<file path="src/spisl_params.svh">
// Overview of operation
// Master gap from gap field and phase
// Fault detect on: select pin is fault input
// Fault detect off: pin follows output enable
// Slave mode: select pin is select input
// Fault disable bit acts only in master
// Done flag set when byte completes
// Data writes ignored while done flag set
// Interrupt on done, overrun, fault if enabled
// Write collision sets sticky collision flag
// Overrun sets sticky overrun flag
// Master select pin low sets fault flag
// Data write loads shifter, master starts byte
// Data read returns receive buffer
// Mode fault clears master and port enable
// Auto select low during transfer, high idle
// Phase picks first or second sampling edge
// Collision keeps current byte, drops new
// Reserved bits read zero, writes ignored
`ifndef SPISL_PARAMS_SVH
`define SPISL_PARAMS_SVH
`define SPISL_OFF_CTRL 8'hF2
`define SPISL_OFF_GAP 8'hF3
`define SPISL_OFF_STAT 8'hF4
`define SPISL_OFF_DATA 8'hF5
`define SPISL_OFF_MASK 8'hF6
`define SPISL_OFF_IRQEN 8'hF7
`define SPISL_RST_8 8'h00
`define SPISL_CTRL_SOE 7
`define SPISL_CTRL_EN 6
`define SPISL_CTRL_MST 4
`define SPISL_CTRL_PHA 2
`define SPISL_CTRL_WMASK 8'hD7
`define SPISL_GAP_WMASK 8'h03
`define SPISL_MASK_WMASK 8'hB0
`define SPISL_ST_DONE 7
`define SPISL_ST_WRITE_COLLISION_FLAG 6
`define SPISL_ST_OVF 5
`define SPISL_ST_MODE_FAULT_FLAG 4
`define SPISL_ST_DIS 3
`define SPISL_IE_PORT 0
`define SPISL_IE_GLOB 1
`define SPISL_LAST_BIT 3'h7
`define SPISL_LAST_HALF 4'hF
`endif

</file>
<file path="src/spisl_pkg.sv">
package spisl_pkg;
    typedef enum logic [1:0] {
        SPISL_IDLE = 2'b00,
        SPISL_SHIFT = 2'b01,
        SPISL_GAP = 2'b11
    } spisl_state_t;
    typedef logic [7:0] spisl_byte_t;
endpackage

</file>
<file path="src/spisl_top.sv">
`timescale 1ns/1ps
`default_nettype none
`include "spisl_params.svh"
module spisl_top #(
    parameter int DATA_W = 8
) (
    input wire logic clk_sys,
    input wire logic rst_n,
    input wire spisl_pkg::spisl_byte_t addr,
    input wire spisl_pkg::spisl_byte_t wdata,
    input wire logic wr_en,
    input wire logic rd_en,
    output var spisl_pkg::spisl_byte_t rdata,
    input wire logic sclk_in,
    output var logic sclk_out,
    output var logic sclk_oe_n,
    input wire logic mosi_in,
    output wire logic mosi_out,
    output var logic mosi_oe_n,
    input wire logic miso_in,
    output wire logic miso_out,
    output var logic miso_oe_n,
    input wire logic ss_n_in,
    output var logic ss_n_out,
    output var logic ss_oe_n,
    output var logic irq
);
    import spisl_pkg::*;

    if (DATA_W != 8) begin : g_chk
        $error("spisl_top serves only 8-bit data");
    end

    logic [7:0] ctrl_q, gap_q, mask_q, irqen_q, rxbuf_q;
    logic done_q, write_collision_flag_q, ovf_q, mode_fault_flag_q, dis_q;
    logic [DATA_W-1:0] sh_q;
    logic out_q, sclk_q, slv_prev_q;
    spisl_state_t state_q;
    logic [3:0] div_q, hcnt_q;
    logic [2:0] bcnt_q, gcnt_q;
    logic [3:0] sync1_q, sync2_q;
    logic sclk_prev_q;

    // Pin synchronisers: sclk, mosi, miso, select
    wire [3:0] pins_raw = {ss_n_in, miso_in, mosi_in, sclk_in};
    genvar gi;
    for (gi = 0; gi < 4; gi++) begin : g_sync
        // Select pin idles high, the others low
        localparam logic SYNC_IDLE = (gi == 3);
        always_ff @(posedge clk_sys or negedge rst_n) begin
            if (!rst_n) begin
                sync1_q[gi] <= SYNC_IDLE;
                sync2_q[gi] <= SYNC_IDLE;
            end else begin
                sync1_q[gi] <= pins_raw[gi];
                sync2_q[gi] <= sync1_q[gi];
            end
        end
    end
    wire sclk_s = sync2_q[0];
    wire mosi_s = sync2_q[1];
    wire miso_s = sync2_q[2];
    wire ss_lo = ~sync2_q[3];

    // Mode and select pin decode
    wire master = ctrl_q[`SPISL_CTRL_MST];
    wire port_en = ctrl_q[`SPISL_CTRL_EN];
    wire pha = ctrl_q[`SPISL_CTRL_PHA];
    wire mf_watch = port_en & master & ~dis_q;
    wire ss_auto = master & dis_q & ctrl_q[`SPISL_CTRL_SOE];
    wire mode_fault = mf_watch & ss_lo;
    wire slv_act = port_en & ~master & ss_lo;
    wire slv_start = slv_act & ~slv_prev_q;

    // Bus decode
    wire sel_ctrl = addr == `SPISL_OFF_CTRL;
    wire sel_gap = addr == `SPISL_OFF_GAP;
    wire sel_stat = addr == `SPISL_OFF_STAT;
    wire sel_data = addr == `SPISL_OFF_DATA;
    wire sel_mask = addr == `SPISL_OFF_MASK;
    wire sel_irqen = addr == `SPISL_OFF_IRQEN;
    wire wr_data = wr_en & sel_data;
    wire wr_stat = wr_en & sel_stat;
    wire [7:0] stat_rd = {done_q, write_collision_flag_q, ovf_q, mode_fault_flag_q, dis_q, 3'h0};
    wire [7:0] rd_mux = sel_ctrl ? ctrl_q :
                        sel_gap ? gap_q :
                        sel_stat ? stat_rd :
                        sel_data ? rxbuf_q :
                        sel_mask ? mask_q :
                        sel_irqen ? irqen_q : `SPISL_RST_8;

    // Serial clock divider and edges
    wire [3:0] half_lim = 4'((5'h1 << ctrl_q[1:0]) - 5'h1);
    wire running = state_q != SPISL_IDLE;
    wire tick = running & (div_q == half_lim);
    wire m_shift = master & (state_q == SPISL_SHIFT) & tick;
    wire edge_rise = master ? (m_shift & ~sclk_q) :
                     (slv_act & sclk_s & ~sclk_prev_q);
    wire edge_fall = master ? (m_shift & sclk_q) :
                     (slv_act & ~sclk_s & sclk_prev_q);
    wire samp = pha ? edge_fall : edge_rise;
    wire shout = pha ? edge_rise : edge_fall;
    wire din = master ? miso_s : mosi_s;
    wire [DATA_W-1:0] sh_in = {sh_q[DATA_W-2:0], din};
    wire shift_end = m_shift & (hcnt_q == `SPISL_LAST_HALF);
    wire slv_byte = ~master & samp & (bcnt_q == `SPISL_LAST_BIT);
    wire rx_load = shift_end | slv_byte;
    wire [DATA_W-1:0] rx_val = samp ? sh_in : sh_q;
    wire [2:0] gap_lim = {1'b0, gap_q[1:0]} + {2'h0, pha};
    wire gap_end = (state_q == SPISL_GAP) & tick & (gcnt_q == gap_lim);

    // Data write outcome
    wire busy = running | slv_act;
    wire wr_ok = wr_data & ~done_q & ~busy;
    wire wr_coll = wr_data & ~done_q & busy;
    wire m_start = wr_ok & master & port_en;

    // Flag next values, set wins over clear
    wire clr = wr_stat;
    wire done_d = rx_load | (done_q & ~(clr & wdata[`SPISL_ST_DONE]));
    wire write_collision_flag_d = wr_coll | (write_collision_flag_q & ~(clr & wdata[`SPISL_ST_WRITE_COLLISION_FLAG]));
    wire ovf_set = slv_byte & done_q;
    wire ovf_d = ovf_set | (ovf_q & ~(clr & wdata[`SPISL_ST_OVF]));
    wire mode_fault_flag_d = mode_fault | (mode_fault_flag_q & ~(clr & wdata[`SPISL_ST_MODE_FAULT_FLAG]));
    wire irq_d = ((done_q & mask_q[`SPISL_ST_DONE]) |
                  (ovf_q & mask_q[`SPISL_ST_OVF]) |
                  (mode_fault_flag_q & mask_q[`SPISL_ST_MODE_FAULT_FLAG])) &
                 irqen_q[`SPISL_IE_PORT] & irqen_q[`SPISL_IE_GLOB];

    // Register file
    always_ff @(posedge clk_sys or negedge rst_n) begin
        if (!rst_n) begin
            ctrl_q <= `SPISL_RST_8;
            gap_q <= `SPISL_RST_8;
            mask_q <= `SPISL_RST_8;
            irqen_q <= `SPISL_RST_8;
            dis_q <= 1'b0;
        end else begin
            if (wr_en & sel_ctrl) begin
                ctrl_q <= wdata & `SPISL_CTRL_WMASK;
            end
            if (mode_fault) begin
                ctrl_q[`SPISL_CTRL_MST] <= 1'b0;
                ctrl_q[`SPISL_CTRL_EN] <= 1'b0;
            end
            if (wr_en & sel_gap) begin
                gap_q <= wdata & `SPISL_GAP_WMASK;
            end
            if (wr_en & sel_mask) begin
                mask_q <= wdata & `SPISL_MASK_WMASK;
            end
            if (wr_en & sel_irqen) begin
                irqen_q <= {6'h00, wdata[1:0]};
            end
            if (wr_stat) begin
                dis_q <= wdata[`SPISL_ST_DIS];
            end
        end
    end

    // Flags, read data and interrupt
    always_ff @(posedge clk_sys or negedge rst_n) begin
        if (!rst_n) begin
            done_q <= 1'b0;
            write_collision_flag_q <= 1'b0;
            ovf_q <= 1'b0;
            mode_fault_flag_q <= 1'b0;
            rxbuf_q <= `SPISL_RST_8;
            rdata <= `SPISL_RST_8;
            irq <= 1'b0;
        end else begin
            done_q <= done_d;
            write_collision_flag_q <= write_collision_flag_d;
            ovf_q <= ovf_d;
            mode_fault_flag_q <= mode_fault_flag_d;
            if (rx_load & ~ovf_set) begin
                rxbuf_q <= rx_val;
            end
            rdata <= rd_en ? rd_mux : `SPISL_RST_8;
            irq <= irq_d;
        end
    end

    // Sequencer: idle, shift, gap
    always_ff @(posedge clk_sys or negedge rst_n) begin
        if (!rst_n) begin
            state_q <= SPISL_IDLE;
            div_q <= 4'h0;
            hcnt_q <= 4'h0;
            gcnt_q <= 3'h0;
            sclk_q <= 1'b0;
        end else if (mode_fault | (running & ~(port_en & master))) begin
            state_q <= SPISL_IDLE;
            sclk_q <= 1'b0;
        end else begin
            div_q <= (tick | ~running) ? 4'h0 : div_q + 4'h1;
            if (m_start) begin
                state_q <= SPISL_SHIFT;
                hcnt_q <= 4'h0;
            end else if (shift_end) begin
                state_q <= SPISL_GAP;
                gcnt_q <= 3'h0;
            end else if (gap_end) begin
                state_q <= SPISL_IDLE;
            end else if (tick) begin
                hcnt_q <= hcnt_q + 4'h1;
                gcnt_q <= gcnt_q + 3'h1;
            end
            if (m_shift) begin
                sclk_q <= ~sclk_q;
            end
        end
    end

    // Shifter and serial out
    always_ff @(posedge clk_sys or negedge rst_n) begin
        if (!rst_n) begin
            sh_q <= '0;
            bcnt_q <= 3'h0;
            out_q <= 1'b0;
            sclk_prev_q <= 1'b0;
            slv_prev_q <= 1'b0;
        end else begin
            sclk_prev_q <= sclk_s;
            slv_prev_q <= slv_act;
            if (wr_ok) begin
                sh_q <= wdata;
                out_q <= wdata[DATA_W-1];
                bcnt_q <= 3'h0;
            end else if (samp) begin
                sh_q <= sh_in;
                bcnt_q <= bcnt_q + 3'h1;
            end else if (~master & ~slv_act) begin
                bcnt_q <= 3'h0;
            end
            if (shout | slv_start) begin
                out_q <= sh_q[DATA_W-1];
            end
        end
    end

    // Pin drivers
    assign mosi_out = out_q;
    assign miso_out = out_q;
    always_ff @(posedge clk_sys or negedge rst_n) begin
        if (!rst_n) begin
            sclk_out <= 1'b0;
            sclk_oe_n <= 1'b1;
            mosi_oe_n <= 1'b1;
            miso_oe_n <= 1'b1;
            ss_n_out <= 1'b1;
            ss_oe_n <= 1'b1;
        end else begin
            sclk_out <= sclk_q;
            sclk_oe_n <= ~(port_en & master);
            mosi_oe_n <= ~(port_en & master);
            miso_oe_n <= ~slv_act;
            ss_n_out <= ~running;
            ss_oe_n <= ~(port_en & ss_auto);
        end
    end
endmodule
`default_nettype wire

</file>
<file path="config.mk">
export PLATFORM = sky130hd
export DESIGN_NAME = spisl_top
export DESIGN_NICKNAME = d
export VERILOG_FILES = /design/src/spisl_pkg.sv /design/src/spisl_top.sv
export VERILOG_INCLUDE_DIRS = /design/src
export SDC_FILE = /design/constraint.sdc
export NUM_CORES = 1
export LEC_CHECK = 0
export ABC_AREA = 1
export ABC_CLOCK_PERIOD_IN_PS = 2950
export BUFFER_PORTS_ARGS = -buffer_cell sky130_fd_sc_hd__buf_2
export CAP_MARGIN = 20
export CORE_MARGIN = 2
export CORE_UTILIZATION = 30
export CTS_CLUSTER_DIAMETER = 80
export DETAILED_ROUTE_END_ITERATION = 10
export PLACE_DENSITY = 0.43
export REMOVE_ABC_BUFFERS = 1
export SYNTH_ARGS = -nofsm -noshare
export SYNTH_HDL_FRONTEND = slang
export SYNTH_SLANG_ARGS = --single-unit
</file>
<file path="constraint.sdc">
create_clock -name clk_sys -period 2.95 [get_ports clk_sys]
set_clock_uncertainty 0.15 [all_clocks]
set_input_delay 0.59 -clock clk_sys [delete_from_list [all_inputs] [get_ports clk_sys]]
set_output_delay 0.59 -clock clk_sys [all_outputs]
set_load 0.02 [all_outputs]
</file>
==> impl_metrics.csv <==
group,metric,value,unit
outcome,run_status,"complete, no violations",
detailed_routing,viasPerCell,4.59,
floorplanning,core-area,0.0121,sq mm
global_routing,globalRouteTotalUtil,15.3,%
worst_setup_path,timing.critical_path.arrival,2.26,ns
place,placement.io_buffers,40,
global_routing,via_count_of_the_first_global_routing_pass,2864,
synth,syn-instance-count,429,
worst_setup_path,element_type_at_the_critical_path_start,"register",
layout,final_layout_size_suffix_gt1_share,21.4,%
worst_hold_path,worst_hold_path_type,"primary input to async pin",
sta,timing.final.hold_violations,0,
sta,hold_slack,0.0250,ns
sta,timing_max_transition_violations_final,0,
sta,setup_repair_after_global_routing_missed_its_margin,"no",
detailed_routing,drtAntennaViolNets,0,
worst_setup_path,critical_path.reg2reg.startpoint,"ctrl_q[1]",
place,detailed_place_hpwl,6.92,mm
worst_setup_path,worstPathRequired,3.03,ns
place,routabilityCongestion,0.780,
cts,tritoncts_clock_tree,"done",
worst_setup_path,cp_max_fo,14,
synth,yosysWarningCount,0,
worst_setup_path,crit_path_max_incr_delay,0.46,ns
detailed_routing,wl_per_cell,14.3,um
worst_setup_path,worst-setup-path-type,"register to register",
floorplanning,initial_core_util,30.9,%
detailed_routing,dr.pass1.iters,4,
worst_setup_path,cp_cell_sequence,"xor2_1, nor2_2, nand4_1, nand3_2, nand4_1, nand3_1, nand2_1",
worst_setup_path,ff2ff_path_depth,7,
cts,ctsResizeCount,0,
synth,synth_area,0.00372,sq mm
global_routing,antenna_found_initial,0,
cts,clockRootBuffer,"clkbuf_16",
sta,max_freq,460,MHz
detailed_routing,total_wirelength,9.26,mm
floorplanning,chipWidth,115,um
cts,htree_levels,3,
sta,fin_tns_setup,0,ns
layout,area_delta_synth_final,18.9,%
sta,timing.final.crit_share,73.7,%
worst_setup_path,critPathSlowestCell,"dfrtp_1",
detailed_routing,drc,0,
global_routing,pin_count_of_the_biggest_net_entering_global_routing,48,
sta,fin_crit,2.17,ns
global_routing,grt_first_pass_wirelength,15.2,mm
power,total_power_divided_by_cell_area,571,mW/mm^2
sta,slew_headroom,72.6,%
cts,insertion_delay,0.34,ns
detailed_routing,drt_iter0_markers,136,
layout,insertedDiodeCount,0,
layout,n_fill_cell,1267,
detailed_routing,via_count,2986,
worst_setup_path,crit_path_end_kind,"register",
worst_setup_path,cp.buffers_inverters,0,
sta,setup_viol_count_final,0,
synth,seq_area_frac_synth,51.3,%
worst_setup_path,critical_path.top_delay_family,"simple AND/OR/NAND/NOR gates",
cts,cts.sink_count,76,
layout,nNetsFinal,508,
cts,post_cts_hold_buffer_count,0,
worst_setup_path,crit_top_cell,"nand4_1",
sta,worst_slew_pin_slew,0.411,ns
global_routing,grt_remaining_overflow,0,
cts,clock_path_buffers,2,
layout,final_core_utilization,36.7,%
synth,postSynthRegisterBits,76,
floorplanning,io-pin-count,41,
worst_setup_path,r2r_slack,0.78,ns
worst_setup_path,worstReg2RegEnd,"rxbuf_q[1]",
synth,synth.distinct_cells,35,
floorplanning,std_cell_rows,40,
cts,tritoncts.num_buffers,9,
job,max_cap_viol_count,0,
cts,clock_pin_transition_on_the_worst_setup_and_hold_timing_paths,0.06,ns
power,vdd.ir_drop.worst,0.249,mV
cts,post_cts_buffers,0,
floorplanning,overall_die_area,0.0133,sq mm
floorplanning,die_height,115,um
synth,postSynthAreaPerCell,8.67,sq um
power,p_leak,0.00225,uW
[sequential cells by signal, indices dropped and copies added (netlist names), 4 cells and up]
| signal | flops |
|---|---|
| sh_q | 8 |
| sync1_q | 4 |
| rxbuf_q | 8 |
| rdata | 8 |
| div_q | 4 |
| ctrl_q | 6 |
| hcnt_q | 4 |
[layer usage]
layer / track usage (%) / up-vias / routed length (um)
li1: - / 1503 / -
met1: 21.5 / 1416 / 4670
met2: 22.5 / 56 / 4030
met3: 4.06 / 11 / 400
met4: 6.02 / 0 / 168
met5: 0 / - / 0
[layout make-up]
type / count / area [sq um] / area share [%]
Timing Repair Buffer: 43 / 238 / 5.37
Sequential cell: 76 / 1910 / 43.2
Clock inverter: 1 / 5.00 / 0.113
Clock buffer: 15 / 288 / 6.51
Inverter: 50 / 189 / 4.27
Tap cell: 168 / 210 / 4.75
Multi-Input combinational cell: 297 / 1580 / 35.8
[power by group]
part | leakage, uW | internal (uW) | switching, uW
Combinational | 0.00110 | 95.2 | 197
Clock | 0.000146 | 661 | 419
Sequential | 0.000997 | 1110 | 43.7
Total | 0.00225 | 1860 | 660
[how the worst max path moves through the flow]
stage / cells after the start / end / startpoint
final: 7 / rxbuf_q[1] / ctrl_q[1]
after global routing: 9 / rxbuf_q[1] / ctrl_q[1]
after CTS: 7 / rxbuf_q[5] / ctrl_q[1]
after detailed placement: 10 / ctrl_q[6] / addr[6]
after global placement: 10 / ctrl_q[6] / addr[6]
after floorplan: 10 / gcnt_q[2] / ctrl_q[2]
[kinds of logic (layout without fill, tap and decap cells)]
| kind of cell | count (synthesis) | after routing | synth area share, % |
|---|---|---|---|
| flip-flops | 76 | 76 | 51.3 |
| AO/OA/AOI/OAI | 62 | 62 | 9.18 |
| XOR/XNOR | 4 | 4 | 0.941 |
| adder cells (fa/ha/maj) | 7 | 7 | 2.35 |
| buffers and inverters | 56 | 109 | 6.12 |
| multiplexers | 1 | 1 | 0.269 |
| AND/OR/NAND/NOR | 223 | 223 | 29.8 |
[layout by cell type, fill, tap and decap left out, drive strengths merged, types with 9 or more instances in the layout]
master and count:
nand3 55, dfrtp 70, buf 43, nand2 124, nor2 27, clkbuf 15, a21oi 17, o21ai 38
nand4 9, inv 49
[Yosys cell counts, drive strengths merged]
cell type	number	area (sq um)
a41oi	2	17.5
nor2	27	165
ha	7	87.6
mux2i	1	10.0
nand4	9	105
o211ai	3	22.5
nor3	5	30.0
o21ai	38	190
xor2	4	35.0
dfstp	6	158
a211oi	2	15.0
clkbuf	1	3.75
a21oi	17	96.4
or2	2	12.5
dfrtp	70	1750
nand2	124	483
buf	5	35.0
nand2b	1	6.26
inv	49	184
nand3	55	308
clkinv	1	5.00
[per-stage QoR]
stage	worst slack, ns	cells	power, uW	cell area (sq um)
2_1_floorplan	0.998	423	1330	3680
3_3_place_gp	0.671	634	1470	4130
3_5_place_dp	0.662	634	1470	4130
4_1_cts	0.767	650	2570	4420
5_1_grt	0.568	650	2660	4420
6_report	0.775	650	2520	4420
(Power assumes the default switching activity.)
